`src/common/pfm_pkg.sv`:
```
package pfm_pkg;
    // ************************************************************
    // register map (avalon word offsets, byte addresses)
    // ************************************************************
    localparam logic [3:0] REG_SEL = 4'h0; // group select bits
    localparam logic [3:0] REG_OUT = 4'h4; // gpio2 output data
    localparam logic [3:0] REG_DIR = 4'h8; // gpio2 direction, 1 = output
    localparam logic [3:0] REG_IN = 4'hc; // gpio2 pad levels, read only

    // ************************************************************
    // select register field positions
    // ************************************************************
    localparam int SEL_HOST = 0;
    localparam int SEL_ADC = 1;
    localparam int SEL_I2S_GPIO = 2;
    localparam int SEL_VSYNC = 3;
    localparam int SEL_DEN = 4;
    localparam int SEL_ADCCLK = 5;
    localparam int SEL_CARD = 6;
    localparam int SEL_IQ = 7;
    localparam int SEL_HCLKIN = 8;
    localparam int SEL_LCD_MODE = 9; // three bits, 11:9
    localparam int SEL_W = 12;

    // ************************************************************
    // reset values
    // ************************************************************
    localparam logic [SEL_W-1:0] SEL_RST = 12'h000;
    localparam logic [31:0] OUT_RST = 32'h0000_0000;
    localparam logic [31:0] DIR_RST = 32'h0000_0000;

    // ************************************************************
    // pull codes and per-pad gpio default pulls
    // ************************************************************
    localparam logic [1:0] PULL_NONE = 2'h0;
    localparam logic [1:0] PULL_UP = 2'h1;
    localparam logic [1:0] PULL_DOWN = 2'h2;
    localparam int BANK2_PU_LAST = 15;

    // panel modes
    typedef enum logic [2:0] {
        PFM_MCU18 = 3'h0,
        PFM_MCU16 = 3'h1,
        PFM_RGB24 = 3'h3,
        PFM_RGB18 = 3'h2,
        PFM_RGB8 = 3'h6,
        PFM_ESV = 3'h7
    } pfm_lcd_mode_t;

    // pad control bundle
    typedef struct packed {
        logic [31:0] out;
        logic [31:0] oe;
        logic [63:0] pull;
    } pfm_pad_ctl_t;

    // host port signals toward the host-port logic
    typedef struct packed {
        logic [7:0] d_in;
        logic [1:0] addr;
        logic cs_n;
        logic rd_n;
        logic wr_n;
    } pfm_hport_in_t;

    typedef struct packed {
        logic [7:0] d_out;
        logic [7:0] d_oe;
        logic irq;
    } pfm_hport_out_t;
endpackage : pfm_pkg

```
`src/verilog/pfm_mux.sv`:
```
// Local design decisions: the register addresses and the Avalon-MM slave port.
`timescale 1ns/1ps
// Behaviour
// - host mode: pads 0-7 carry bidirectional host data, pulled up
// - host mode: pads 8,9 are input host address bits 0,1
// - host mode: pad 10 inputs host active-low chip select
// - host mode: pad 11 inputs host active-low read strobe
// - host mode: pad 12 inputs host active-low write strobe
// - host mode: pad 13 drives interrupt request out to host
// - adc mode: pads 14-23 input ten Q-path adc bits, lsb pad 14
// - gpio pulls: up on pads 0-15, down on pads 16-31
// - pad 24 offers pulled-down clock input for positioning receiver
// - pad 24 offers adc sampling clock output
// - pad 25 outputs lcd vertical sync when selected, else gpio
// - pad 26 outputs lcd data enable when selected, else gpio
// - audio: pads 27-31 sdi in, sdo, bclk out, ws and sclk bidir
// - card: h0-h5 cmd, data, clock; h6 iq marker, h7 adc clock in
// - direction honoured: bidir per-pad enable, outputs drive, inputs off
// - lcd data bus mapped per panel mode
// - host select: clear gpio, set host port on pads 0-13
// - adc select: clear gpio, set adc data on pads 14-23
// - audio select inverted: clear audio, set gpio
// - gpio pads reset as inputs
module pfm_mux (
    input wire logic clock_i,
    input wire logic reset_i,
    // avalon-mm slave
    input wire logic [3:0] avs_address_i,
    input wire logic avs_read_i,
    input wire logic avs_write_i,
    input wire logic [31:0] avs_writedata_i,
    input wire logic [3:0] avs_byteenable_i,
    output logic [31:0] avs_readdata_o,
    output logic avs_waitrequest_o,
    // second bank pads
    input wire logic [31:0] pad2_in_i,
    output pfm_pkg::pfm_pad_ctl_t pad2_ctl_o,
    // h group pads 0..7
    input wire logic [7:0] padh_in_i,
    output pfm_pkg::pfm_pad_ctl_t padh_ctl_o,
    input wire logic [7:0] gpioh_out_i,
    input wire logic [7:0] gpioh_oe_i,
    output logic [7:0] gpioh_in_o,
    // host port
    output pfm_pkg::pfm_hport_in_t hport_in_o,
    input wire pfm_pkg::pfm_hport_out_t hport_out_i,
    // adc and clocks
    output logic [9:0] adc_q_data_o,
    input wire logic adc_clk_out_i,
    output logic posn_clk_o,
    output logic adc_clk_in_o,
    output logic external_iq_marker_o,
    // lcd
    input wire logic lcd_vsync_i,
    input wire logic lcd_den_i,
    input wire logic [23:0] lcd_bus_i,
    output logic [23:0] lcd_pins_o,
    // audio
    output logic i2s_sdi_o,
    input wire logic i2s_sdo_i,
    input wire logic i2s_bclk_i,
    input wire logic [1:0] i2s_bidir_out_i,
    input wire logic [1:0] i2s_bidir_oe_i,
    output logic [1:0] i2s_bidir_in_o,
    // card port 0
    input wire logic card0_command_line_out_i,
    input wire logic card0_command_line_oe_i,
    output logic card0_command_line_in_o,
    input wire logic [3:0] card0_data_out_i,
    input wire logic [3:0] card0_data_oe_i,
    output logic [3:0] card0_data_in_o,
    input wire logic card0_clk_out_i
);
    import pfm_pkg::*;

    // ************************************************************
    // register file
    // ************************************************************
    logic [SEL_W-1:0] sel;
    logic [31:0] gout;
    logic [31:0] gdir;
    logic [SEL_W-1:0] next_sel;
    logic [31:0] next_gout;
    logic [31:0] next_gdir;
    logic [31:0] rdata;
    logic [31:0] next_rdata;
    logic [31:0] pad_view;
    logic rd_done;
    logic next_rd_done;

    // byte-lane merge of a write into a held word
    function automatic logic [31:0] merge(input logic [31:0] old, input logic [31:0] wd,
                                          input logic [3:0] be);
        logic [31:0] r;
        r = old;
        for (int b = 0; b < 4; b++) begin
            if (be[b]) begin
                r[b*8 +: 8] = wd[b*8 +: 8];
            end
        end
        return r;
    endfunction : merge

    // writes finish at once; a read waits one cycle so its word already stands
    // in the flop when waitrequest drops, keeping readdata registered
    assign avs_waitrequest_o = avs_read_i && !rd_done;
    assign avs_readdata_o = rdata;

    // next register values and read word
    always_comb begin
        logic [31:0] w;
        w = 32'h0000_0000;
        next_sel = sel;
        next_gout = gout;
        next_gdir = gdir;
        next_rdata = rdata;
        next_rd_done = avs_read_i && !rd_done;
        if (avs_write_i) begin
            if (avs_address_i == REG_SEL) begin
                w = merge({20'h00000, sel}, avs_writedata_i, avs_byteenable_i);
                next_sel = w[SEL_W-1:0];
            end else if (avs_address_i == REG_OUT) begin
                next_gout = merge(gout, avs_writedata_i, avs_byteenable_i);
            end else if (avs_address_i == REG_DIR) begin
                next_gdir = merge(gdir, avs_writedata_i, avs_byteenable_i);
            end
        end
        if (avs_read_i) begin
            if (avs_address_i == REG_SEL) begin
                next_rdata = {20'h00000, sel};
            end else if (avs_address_i == REG_OUT) begin
                next_rdata = gout;
            end else if (avs_address_i == REG_DIR) begin
                next_rdata = gdir;
            end else if (avs_address_i == REG_IN) begin
                next_rdata = pad_view;
            end else begin
                next_rdata = 32'h0000_0000; // unmapped reads zero
            end
        end
    end

    // register stage; directions clear so every gpio starts as input
    always_ff @(posedge clock_i) begin
        if (reset_i) begin
            sel <= SEL_RST;
            gout <= OUT_RST;
            gdir <= DIR_RST;
            rdata <= 32'h0000_0000;
            rd_done <= 1'b0;
        end else begin
            sel <= next_sel;
            gout <= next_gout;
            gdir <= next_gdir;
            rdata <= next_rdata;
            rd_done <= next_rd_done;
        end
    end

    // ************************************************************
    // second bank pad routing (all combinational)
    // ************************************************************
    logic host_on;
    logic adc_on;
    logic i2s_on;
    assign host_on = sel[SEL_HOST];
    assign adc_on = sel[SEL_ADC];
    assign i2s_on = !sel[SEL_I2S_GPIO];
    assign pad_view = pad2_in_i;

    // pad 24 function picks: adc clock out wins over gpio
    logic pad24_clk_out;
    assign pad24_clk_out = sel[SEL_ADCCLK];

    // default gpio view, then peripheral overrides per group
    always_comb begin
        pad2_ctl_o.out = gout;
        pad2_ctl_o.oe = gdir;
        for (int p = 0; p < 32; p++) begin
            pad2_ctl_o.pull[p*2 +: 2] = (p <= BANK2_PU_LAST) ? PULL_UP : PULL_DOWN;
        end
        if (host_on) begin
            // gpio drive suppressed, peripheral takes over
            pad2_ctl_o.out[7:0] = hport_out_i.d_out;
            pad2_ctl_o.oe[7:0] = hport_out_i.d_oe;
            pad2_ctl_o.oe[12:8] = 5'h00;
            pad2_ctl_o.out[12:8] = 5'h00;
            pad2_ctl_o.out[13] = hport_out_i.irq;
            pad2_ctl_o.oe[13] = 1'b1;
        end
        if (adc_on) begin
            pad2_ctl_o.out[23:14] = 10'h000;
            pad2_ctl_o.oe[23:14] = 10'h000;
        end
        if (pad24_clk_out) begin
            pad2_ctl_o.out[24] = adc_clk_out_i;
            pad2_ctl_o.oe[24] = 1'b1;
        end
        if (sel[SEL_VSYNC]) begin
            pad2_ctl_o.out[25] = lcd_vsync_i;
            pad2_ctl_o.oe[25] = 1'b1;
        end
        if (sel[SEL_DEN]) begin
            pad2_ctl_o.out[26] = lcd_den_i;
            pad2_ctl_o.oe[26] = 1'b1;
        end
        if (i2s_on) begin
            pad2_ctl_o.out[27] = 1'b0;
            pad2_ctl_o.oe[27] = 1'b0;
            pad2_ctl_o.out[28] = i2s_sdo_i;
            pad2_ctl_o.oe[28] = 1'b1;
            pad2_ctl_o.out[29] = i2s_bclk_i;
            pad2_ctl_o.oe[29] = 1'b1;
            pad2_ctl_o.out[31:30] = i2s_bidir_out_i;
            pad2_ctl_o.oe[31:30] = i2s_bidir_oe_i;
        end
    end

    // peripheral inputs see the pad only while their group is selected; the positioning clock whenever pad 24 is not driving the adc clock
    always_comb begin
        hport_in_o.d_in = host_on ? pad2_in_i[7:0] : 8'h00;
        hport_in_o.addr = host_on ? pad2_in_i[9:8] : 2'h0;
        // strobes idle high when not routed, so the host port stays quiet
        hport_in_o.cs_n = host_on ? pad2_in_i[10] : 1'b1;
        hport_in_o.rd_n = host_on ? pad2_in_i[11] : 1'b1;
        hport_in_o.wr_n = host_on ? pad2_in_i[12] : 1'b1;
        adc_q_data_o = adc_on ? pad2_in_i[23:14] : 10'h000;
        // clock input for positioning receiver listens unless pad 24 drives the adc clock; pulled down
        posn_clk_o = pad24_clk_out ? 1'b0 : pad2_in_i[24];
        i2s_sdi_o = i2s_on ? pad2_in_i[27] : 1'b0;
        i2s_bidir_in_o = i2s_on ? pad2_in_i[31:30] : 2'h0;
    end

    // ************************************************************
    // h group card port and clock inputs
    // ************************************************************
    logic card_on;
    assign card_on = sel[SEL_CARD];
    assign gpioh_in_o = padh_in_i;

    // h pads: gpio controller drives unless the card, iq marker or clock input function owns the pad
    always_comb begin
        padh_ctl_o.out = {24'h000000, gpioh_out_i};
        padh_ctl_o.oe = {24'h000000, gpioh_oe_i};
        padh_ctl_o.pull = '0;
        for (int p = 0; p < 8; p++) begin
            padh_ctl_o.pull[p*2 +: 2] = PULL_DOWN;
        end
        if (card_on) begin
            padh_ctl_o.out[0] = card0_command_line_out_i;
            padh_ctl_o.oe[0] = card0_command_line_oe_i;
            padh_ctl_o.out[4:1] = card0_data_out_i;
            padh_ctl_o.oe[4:1] = card0_data_oe_i;
            padh_ctl_o.out[5] = card0_clk_out_i;
            padh_ctl_o.oe[5] = 1'b1;
        end
        if (sel[SEL_IQ]) begin
            padh_ctl_o.out[6] = 1'b0;
            padh_ctl_o.oe[6] = 1'b0;
        end
        if (sel[SEL_HCLKIN]) begin
            padh_ctl_o.out[7] = 1'b0;
            padh_ctl_o.oe[7] = 1'b0;
        end
    end

    // card inputs idle high when off so the controller sees no start bit
    always_comb begin
        card0_command_line_in_o = card_on ? padh_in_i[0] : 1'b1;
        card0_data_in_o = card_on ? padh_in_i[4:1] : 4'hf;
        external_iq_marker_o = sel[SEL_IQ] ? padh_in_i[6] : 1'b0;
        adc_clk_in_o = sel[SEL_HCLKIN] ? padh_in_i[7] : 1'b0;
    end

    // ************************************************************
    // lcd data bus mapping per panel mode
    // ************************************************************
    pfm_lcd_mode_t lcd_mode;
    assign lcd_mode = pfm_lcd_mode_t'(sel[SEL_LCD_MODE +: 3]);

    // lcd_bus_i packs the controller's colours as r[7:0] g[15:8] b[23:16]
    always_comb begin
        lcd_pins_o = 24'h000000;
        case (lcd_mode)
            PFM_MCU18: lcd_pins_o[17:0] = lcd_bus_i[17:0];
            PFM_MCU16: lcd_pins_o[15:0] = lcd_bus_i[15:0];
            PFM_RGB24: lcd_pins_o = lcd_bus_i; // R0 D0, G0 D8, B0 D16
            PFM_RGB18: begin
                lcd_pins_o[5:0] = lcd_bus_i[5:0];
                lcd_pins_o[11:6] = lcd_bus_i[13:8]; // g0 on d6
                lcd_pins_o[17:12] = lcd_bus_i[21:16]; // b0 on d12
            end
            PFM_RGB8: lcd_pins_o[7:0] = lcd_bus_i[7:0];
            PFM_ESV: lcd_pins_o[7:0] = lcd_bus_i[7:0];
            default: lcd_pins_o = 24'h000000;
        endcase
    end

    // ************************************************************
    // checks
    // ************************************************************
    a_gpio_reset_input: assert property (@(posedge clock_i)
        reset_i |=> (gdir == 32'h0000_0000))
        else $error("gpio direction not cleared by reset");
    a_host_irq_drive: assert property (@(posedge clock_i) disable iff (reset_i)
        host_on |-> (pad2_ctl_o.oe[13] && pad2_ctl_o.out[13] == hport_out_i.irq))
        else $error("host irq pad not driven");
    a_host_in_off: assert property (@(posedge clock_i) disable iff (reset_i)
        host_on |-> (pad2_ctl_o.oe[12:8] == 5'h00 && hport_in_o.cs_n == pad2_in_i[10]))
        else $error("host input pad driven or not routed");
    a_adc_route: assert property (@(posedge clock_i) disable iff (reset_i)
        adc_on |-> (adc_q_data_o == pad2_in_i[23:14] && pad2_ctl_o.oe[23:14] == 10'h000))
        else $error("adc data not routed");
    a_i2s_inverted: assert property (@(posedge clock_i) disable iff (reset_i)
        sel[SEL_I2S_GPIO] |-> (pad2_ctl_o.oe[31:27] == gdir[31:27]))
        else $error("audio pads not gpio when select set");
    a_pull_split: assert property (@(posedge clock_i) disable iff (reset_i)
        pad2_ctl_o.pull[31:30] == PULL_UP && pad2_ctl_o.pull[33:32] == PULL_DOWN)
        else $error("bank pull split wrong");
    a_sel_write_take: assert property (@(posedge clock_i) disable iff (reset_i)
        (avs_write_i && avs_address_i == REG_SEL && avs_byteenable_i == 4'hf)
        |=> (sel == $past(avs_writedata_i[SEL_W-1:0])))
        else $error("select write not taken");
    a_card_clk: assert property (@(posedge clock_i) disable iff (reset_i)
        card_on |-> (padh_ctl_o.oe[5] && padh_ctl_o.out[5] == card0_clk_out_i))
        else $error("card clock not driven");
    a_lcd_rgb18: assert property (@(posedge clock_i) disable iff (reset_i)
        lcd_mode == PFM_RGB18
        |-> (lcd_pins_o[6] == lcd_bus_i[8] && lcd_pins_o[12] == lcd_bus_i[16]))
        else $error("rgb18 mapping wrong");
    a_read_one_wait: assert property (@(posedge clock_i) disable iff (reset_i)
        (avs_read_i && avs_waitrequest_o) |=> !avs_waitrequest_o)
        else $error("read held in wait too long");
    a_host_idle_strobes: assert property (@(posedge clock_i) disable iff (reset_i)
        !host_on |-> (hport_in_o.cs_n && hport_in_o.rd_n && hport_in_o.wr_n))
        else $error("host strobes active while host group off");
    a_card_off_gpio: assert property (@(posedge clock_i) disable iff (reset_i)
        !card_on |-> (padh_ctl_o.oe[5:0] == gpioh_oe_i[5:0]))
        else $error("card pads not gpio when card off");
    a_posn_clk_in: assert property (@(posedge clock_i) disable iff (reset_i)
        !pad24_clk_out
        |-> (posn_clk_o == pad2_in_i[24] && pad2_ctl_o.pull[49:48] == PULL_DOWN))
        else $error("positioning clock input not routed");
endmodule : pfm_mux

```
`config.mk`:
```
export PLATFORM = sky130hd
export DESIGN_NAME = pfm_mux
export DESIGN_NICKNAME = d
export VERILOG_FILES = /design/src/common/pfm_pkg.sv /design/src/verilog/pfm_mux.sv
export SDC_FILE = /design/constraint.sdc
export NUM_CORES = 1
export LEC_CHECK = 0
export BUFFER_PORTS_ARGS = -buffer_cell sky130_fd_sc_hd__buf_2
export CORE_AREA = 2 2 198 200
export CTS_CLUSTER_DIAMETER = 120
export DETAILED_ROUTE_END_ITERATION = 8
export DIE_AREA = 0 0 200 202
export GPL_TIMING_DRIVEN = 0
export HOLD_SLACK_MARGIN = 0.1
export PLACE_DENSITY = 0.52
export SYNTH_ARGS = -nofsm -noshare
export SYNTH_HDL_FRONTEND = slang
export SYNTH_SLANG_ARGS = --single-unit
```
`constraint.sdc`:
```
create_clock -name clock_i -period 2.1 [get_ports clock_i]
set_input_delay 0.105 -clock clock_i [delete_from_list [all_inputs] [get_ports clock_i]]
set_output_delay 0.105 -clock clock_i [all_outputs]
set_load 0.02 [all_outputs]
```
## Yosys cells after proc, flatten, opt, wreduce, memory -nomap -nowiden

Cells that the tools add are included.

- Equal/unequal tests: 8
- Reductions and logical operators: 17
- Muxes and demuxes: 39
- Bitwise operators: 2

Operators by type and width:

| operator | count |
|---|---|
| 32-bit two-way mux | 4 |
| 8-bit case mux with 2 select lines | 2 |
| 10-bit two-way mux | 3 |
| 14-bit two-way mux | 2 |
| 5-bit AND reduction | 4 |
| 1-bit two-way mux | 18 |
| 6-bit two-way mux | 3 |
| 4-bit AND reduction | 4 |
| 5-bit two-way mux | 2 |
| 4-bit == test (second input constant) | 2 |
| 8-bit two-way mux | 1 |
| 3-bit by 2-bit == test with 1-bit output (second input constant) | 2 |
| 3-bit == test (second input constant) | 2 |
| 3-bit AND reduction | 2 |
| 5-bit OR reduction | 1 |
| 4-bit by 3-bit == test with 1-bit output (second input constant) | 1 |
| 4-bit logical NOT | 1 |
| 2-bit two-way mux | 2 |
| 4-bit two-way mux | 1 |
| 2-bit case mux with 2 select lines | 1 |
| 3-bit by 1-bit == test with 1-bit output (second input constant) | 1 |
| 3-bit logical NOT | 1 |
| 3-bit OR reduction | 1 |
| 1-bit inverter | 2 |
| other kinds (3) | 3 |

- Bits of input ports: 161
- Output and inout port bits: 355
- Flip-flop bits (word level): 109
- Logic and storage cells: 78

## Depth between registers and ports, before layout

- Depth after elaboration: 5
- Depth in mapped cells: 5
- Mapped depth without buffers: 3

## Worst setup path after synthesis

Ideal clock, no wire load.

- Path type: flip-flop to output port
- From: reg sel[10]
- To: out lcd_pins_o[6]
- Required time: 1.995 ns
- Cell stages (with the launch flop): 6
- Path buffers: 2
- Path slack: 0.532 ns
- Data arrival time: 1.463 ns
- Cell sequence: dfxtp_1 > buf_2 > nor2b_1 > clkbuf_1 > a21oi_1 > o21ai_0

- Longest elaborated chain between the ends: 3
- Elaborated cells between the ends (all ways): 8
- Classes of those cells: eq/ne (5); mux (1); reduce/logical (2)

Ends and longest elaborated chain:

| what | RTL line | source |
|---|---|---|
| start: declaration | pfm_mux.sv:79 | `logic [SEL_W-1:0] sel;` |
| start signal: assignment | pfm_mux.sv:152 | `sel <= next_sel;` |
| 3-bit by 2-bit == test with 1-bit output, or another cell as far along | pfm_mux.sv:284 | `case (lcd_mode)` |
| 5-bit OR reduction (no line) | n/a |  |
| 8-bit case mux with 2 select lines * | pfm_mux.sv:284 |  |
| end: declaration | pfm_mux.sv:57 | `output logic [23:0] lcd_pins_o,` |

Mark *: on every way between the ends. The rest lies on a longest branch, timed or not.

==> results.md <==
* Finished Layout Cells at 2,046
* Share of cells above drive strength 1 at 0.4243
* I/O Pins at 516
* Setup TNS at 0 ns
* Seq/Total Area, Yosys at 0.2872
* Data arrival, critical path at 1.87 ns
* DIE AREA at 40,400 µm²
* Synth area leader: dfxtp_1
* Status: finished clean
* Peak supply drop at 0.3319 mV
* Die Span Y at 202 µm
* Antenna violations before repair at 5
* CP required at 2.00 ns
* Core area at 38,290 µm²
* Yosys Warn Count at 0
* Iteration-0 DRC Markers at 434
* Post-synthesis compound-gate area fraction at 0.2071
* Detailed placer's ending HPWL at between 20 and 30 mm
* Reg2Reg Depth at 3
* Final Routed Wirelength at approximately 37 mm
* Nets at 1,681
* DRC at 0
* CTS tree: yes
* Setup Crit Path Kind: reg2out
* Xor/xnor share of the synthesized area at 0
* Netlist Area Pre-Place at 7599 µm²
* Clk slew on worst S/H paths at around 0.08 ns
* Skew-Pair Late Insertion Delay at 0.37 ns
* R2r setup slk at 0.69 ns
* RSZ-0062 raised after global routing: no
* Reg-to-reg startpoint: sel[1]
* Synth top area cells: dfxtp_1, buf_4, a21oi_1
* Mux contribution to synthesized area at 0.05747
* Synth Area in Simple Gates at 0.2160
* Clk buf depth at 2
* H-tree lvl count at 3
* P&R area growth vs syn at 48.11%
* Worst Hold Path EP: avs_readdata_o[25]
* First-pass GRT wire length at 51.62 mm
* Vias per cell at ~4
* Post-synthesis register bit count at 109
* Row count at 72
* F_max at 506.7 MHz
* Critical Path Sink Type: output pin
* Pin count of the biggest net entering global routing at 19
* Vias at 8,277
* Worst-path maximum fanout at 10
* CP Launch Type: flop
* Worst Hold Path Cells at 3
* GRT Residual Overflow at 0
* Hold path startpoint: pad2_in_i[25]
* # setup viols final at 0
* Root Driver: clkbuf_16
* Routed WL per cell at 18.10 µm
* GRT Resource Usage Total at 0.1755
* Max-cap violations at 0
* Final hold slack at 0.1061 ns
* Initial Util at 0.1985
* Final period util at 0.9398
* IO Port Bufs at 336
* Reg2reg end: sel[1]
* Adder-cell share of the synthesized area at 0
* CTS sink count at around 110
* Worst path max stage delay at between 0.3 and 0.4 ns
* Slew HR at 0.4173
* Slew Viols, Final at 0
* Hold Path Class: in2reg
* Skew final at roughly 0.006 ns
* Largest family of logic cells by synthesized area: buffers and inverters
* Worst Tran Pin Value at 0.8741 ns
* Top-area cell type share of the netlist area at 0.2872
* Final GP Congestion at between 0.7 and 0.8
* CP Cell Sequence: clkbuf_1 > clkbuf_2 > mux2_2 > buf_2
* Die Width at 200 µm
* Initial DRT Pass Iterations at 5
* TritonCTS buffer count at 9
* Cell Pwr Density at 473.1 nW/µm²
* Fin crit period at ~2 ns
* Slowest cell on the critical path: mux2_2
* ANT nets after route at 0
* Vias in the first global route at around 8,000
* Static leakage at 5.565 nW
* Synth cell types at 30
* Post-Synthesis Cells at 964
* Avg Inst Size Synth at 7.882 µm²
* Final count of hold timing violations at 0
* Dpl cells at 1,992
[critical path, delay by kind of cell (launching register included)]
| kind | cells | cell delay, ns |
|---|---|---|
| buf+inv | 3 | 0.83 |
| mux | 1 | 0.37 |
| flops | 1 | 0.31 |
[timing repair]
item,in CTS,in global routing
pin swaps,0,0
endpoints found under the hold margin,81,0
resized for setup,6,5
hold buffers,37,0
setup endpoints to repair,36,24
buffers inserted,0,0
[final cells by class]
type	instances	area, µm²
sequential	109	2185
timing repair buffer	373	2052
fill	4227	27030
tap	518	648.1
clock buffer	10	239.0
buffer	262	1759
clock inverter	6	48.80
multi-input combinational	765	4315
antenna	3	7.507
[sequential cells by signal, summed over array words and instances (netlist names)]
name	cells
gout	32
gdir	32
avs_readdata_o	32
rd_done	1
sel	12
[stage by stage]
| step | setup slack [ns] | util | total power [mW] | instance area [µm²] |
|---|---|---|---|---|
| finish | 0.1265 | 0.2940 | 5.324 | 11250 |
| global route | 0.02092 | 0.2939 | 5.540 | 11250 |
| CTS | 0.001236 | 0.2936 | 5.350 | 11240 |
| detailed placement | -0.2602 | 0.2764 | 3.559 | 10580 |
| global placement | -0.2537 | 0.2764 | 3.551 | 10580 |
| floorplan | 0.5319 | - | 3.115 | 8252 |
[Yosys cell counts]
library cell,count
nor4b_4,2
buf_2,15
o21a_1,1
o2111ai_1,32
o21ai_0,8
nand3_1,76
clkbuf_1,56
or4b_4,2
conb_1,2
buf_6,7
a21o_1,32
nand2_1,34
a21oi_1,107
nand2b_1,32
dfxtp_1,109
mux2i_1,2
mux2_2,37
nor2b_1,45
o21ai_1,70
or2_2,37
or4_1,1
and2_1,41
a31oi_1,1
a311oi_1,11
buf_4,185
nor2_1,14
buf_1,1
nor3b_1,1
a2bb2oi_1,2
nor4_4,1
[per-layer routing]
metal,global-route usage,routed length [µm]
met5,0,25
met4,0.04524,689
met3,0.03387,2559
met2,0.2953,17710
met1,0.2285,16030
[where the power goes]
group / total (mW) / switching, mW / internal (mW)
Combinational: 1.48 / 0.892 / 0.585
Sequential: 2.11 / 0.0197 / 2.09
Clock: 1.73 / 0.888 / 0.847
Total: 5.32 / 1.80 / 3.52
[worst max path at each step]
stage	from	endpoint	slack [ns]	cells past startpoint
final	sel[2]	pad2_ctl_o[94]	0.13	4
after global placement	sel[0]	pad2_ctl_o[71]	-0.25	4
after floorplan	sel[10]	lcd_pins_o[6]	0.53	5
after global routing	sel[2]	pad2_ctl_o[94]	0.02	4
after CTS	sel[0]	pad2_ctl_o[70]	0.001	3
after detailed placement	sel[0]	pad2_ctl_o[71]	-0.26	4
[kinds of logic (layout without fill, tap and decap cells)]
| family | Yosys count | after routing |
|---|---|---|
| other | 2 | 179 |
| multiplexers | 39 | 39 |
| AO/OA/AOI/OAI | 264 | 264 |
| AND/OR/NAND/NOR | 286 | 286 |
| buffers and inverters | 264 | 651 |
| flip-flops | 109 | 109 |
[placed cells by master (no fill, tap or decap), types with 5 or more instances in the layout]
| master | instances |
|---|---|
| clkbuf_16 | 9 |
| clkbuf_1 | 48 |
| buf_2 | 351 |
| nand2b_1 | 32 |
| a21o_1 | 32 |
| a21oi_1 | 107 |
| nor2b_1 | 44 |
| o21ai_0 | 8 |
| conb_1 | 176 |
| nand2_1 | 34 |
| clkbuf_2 | 5 |
| nand3_1 | 76 |
| mux2_2 | 37 |
| and2_1 | 41 |
| or2_2 | 37 |
| o21ai_1 | 70 |
| buf_6 | 7 |
| dfxtp_1 | 107 |
| o2111ai_1 | 32 |
| dlygate4sd3_1 | 37 |
| buf_4 | 185 |
| nor2_1 | 14 |
| a311oi_1 | 11 |
Note: power is estimated with default switching activity, not from simulation.
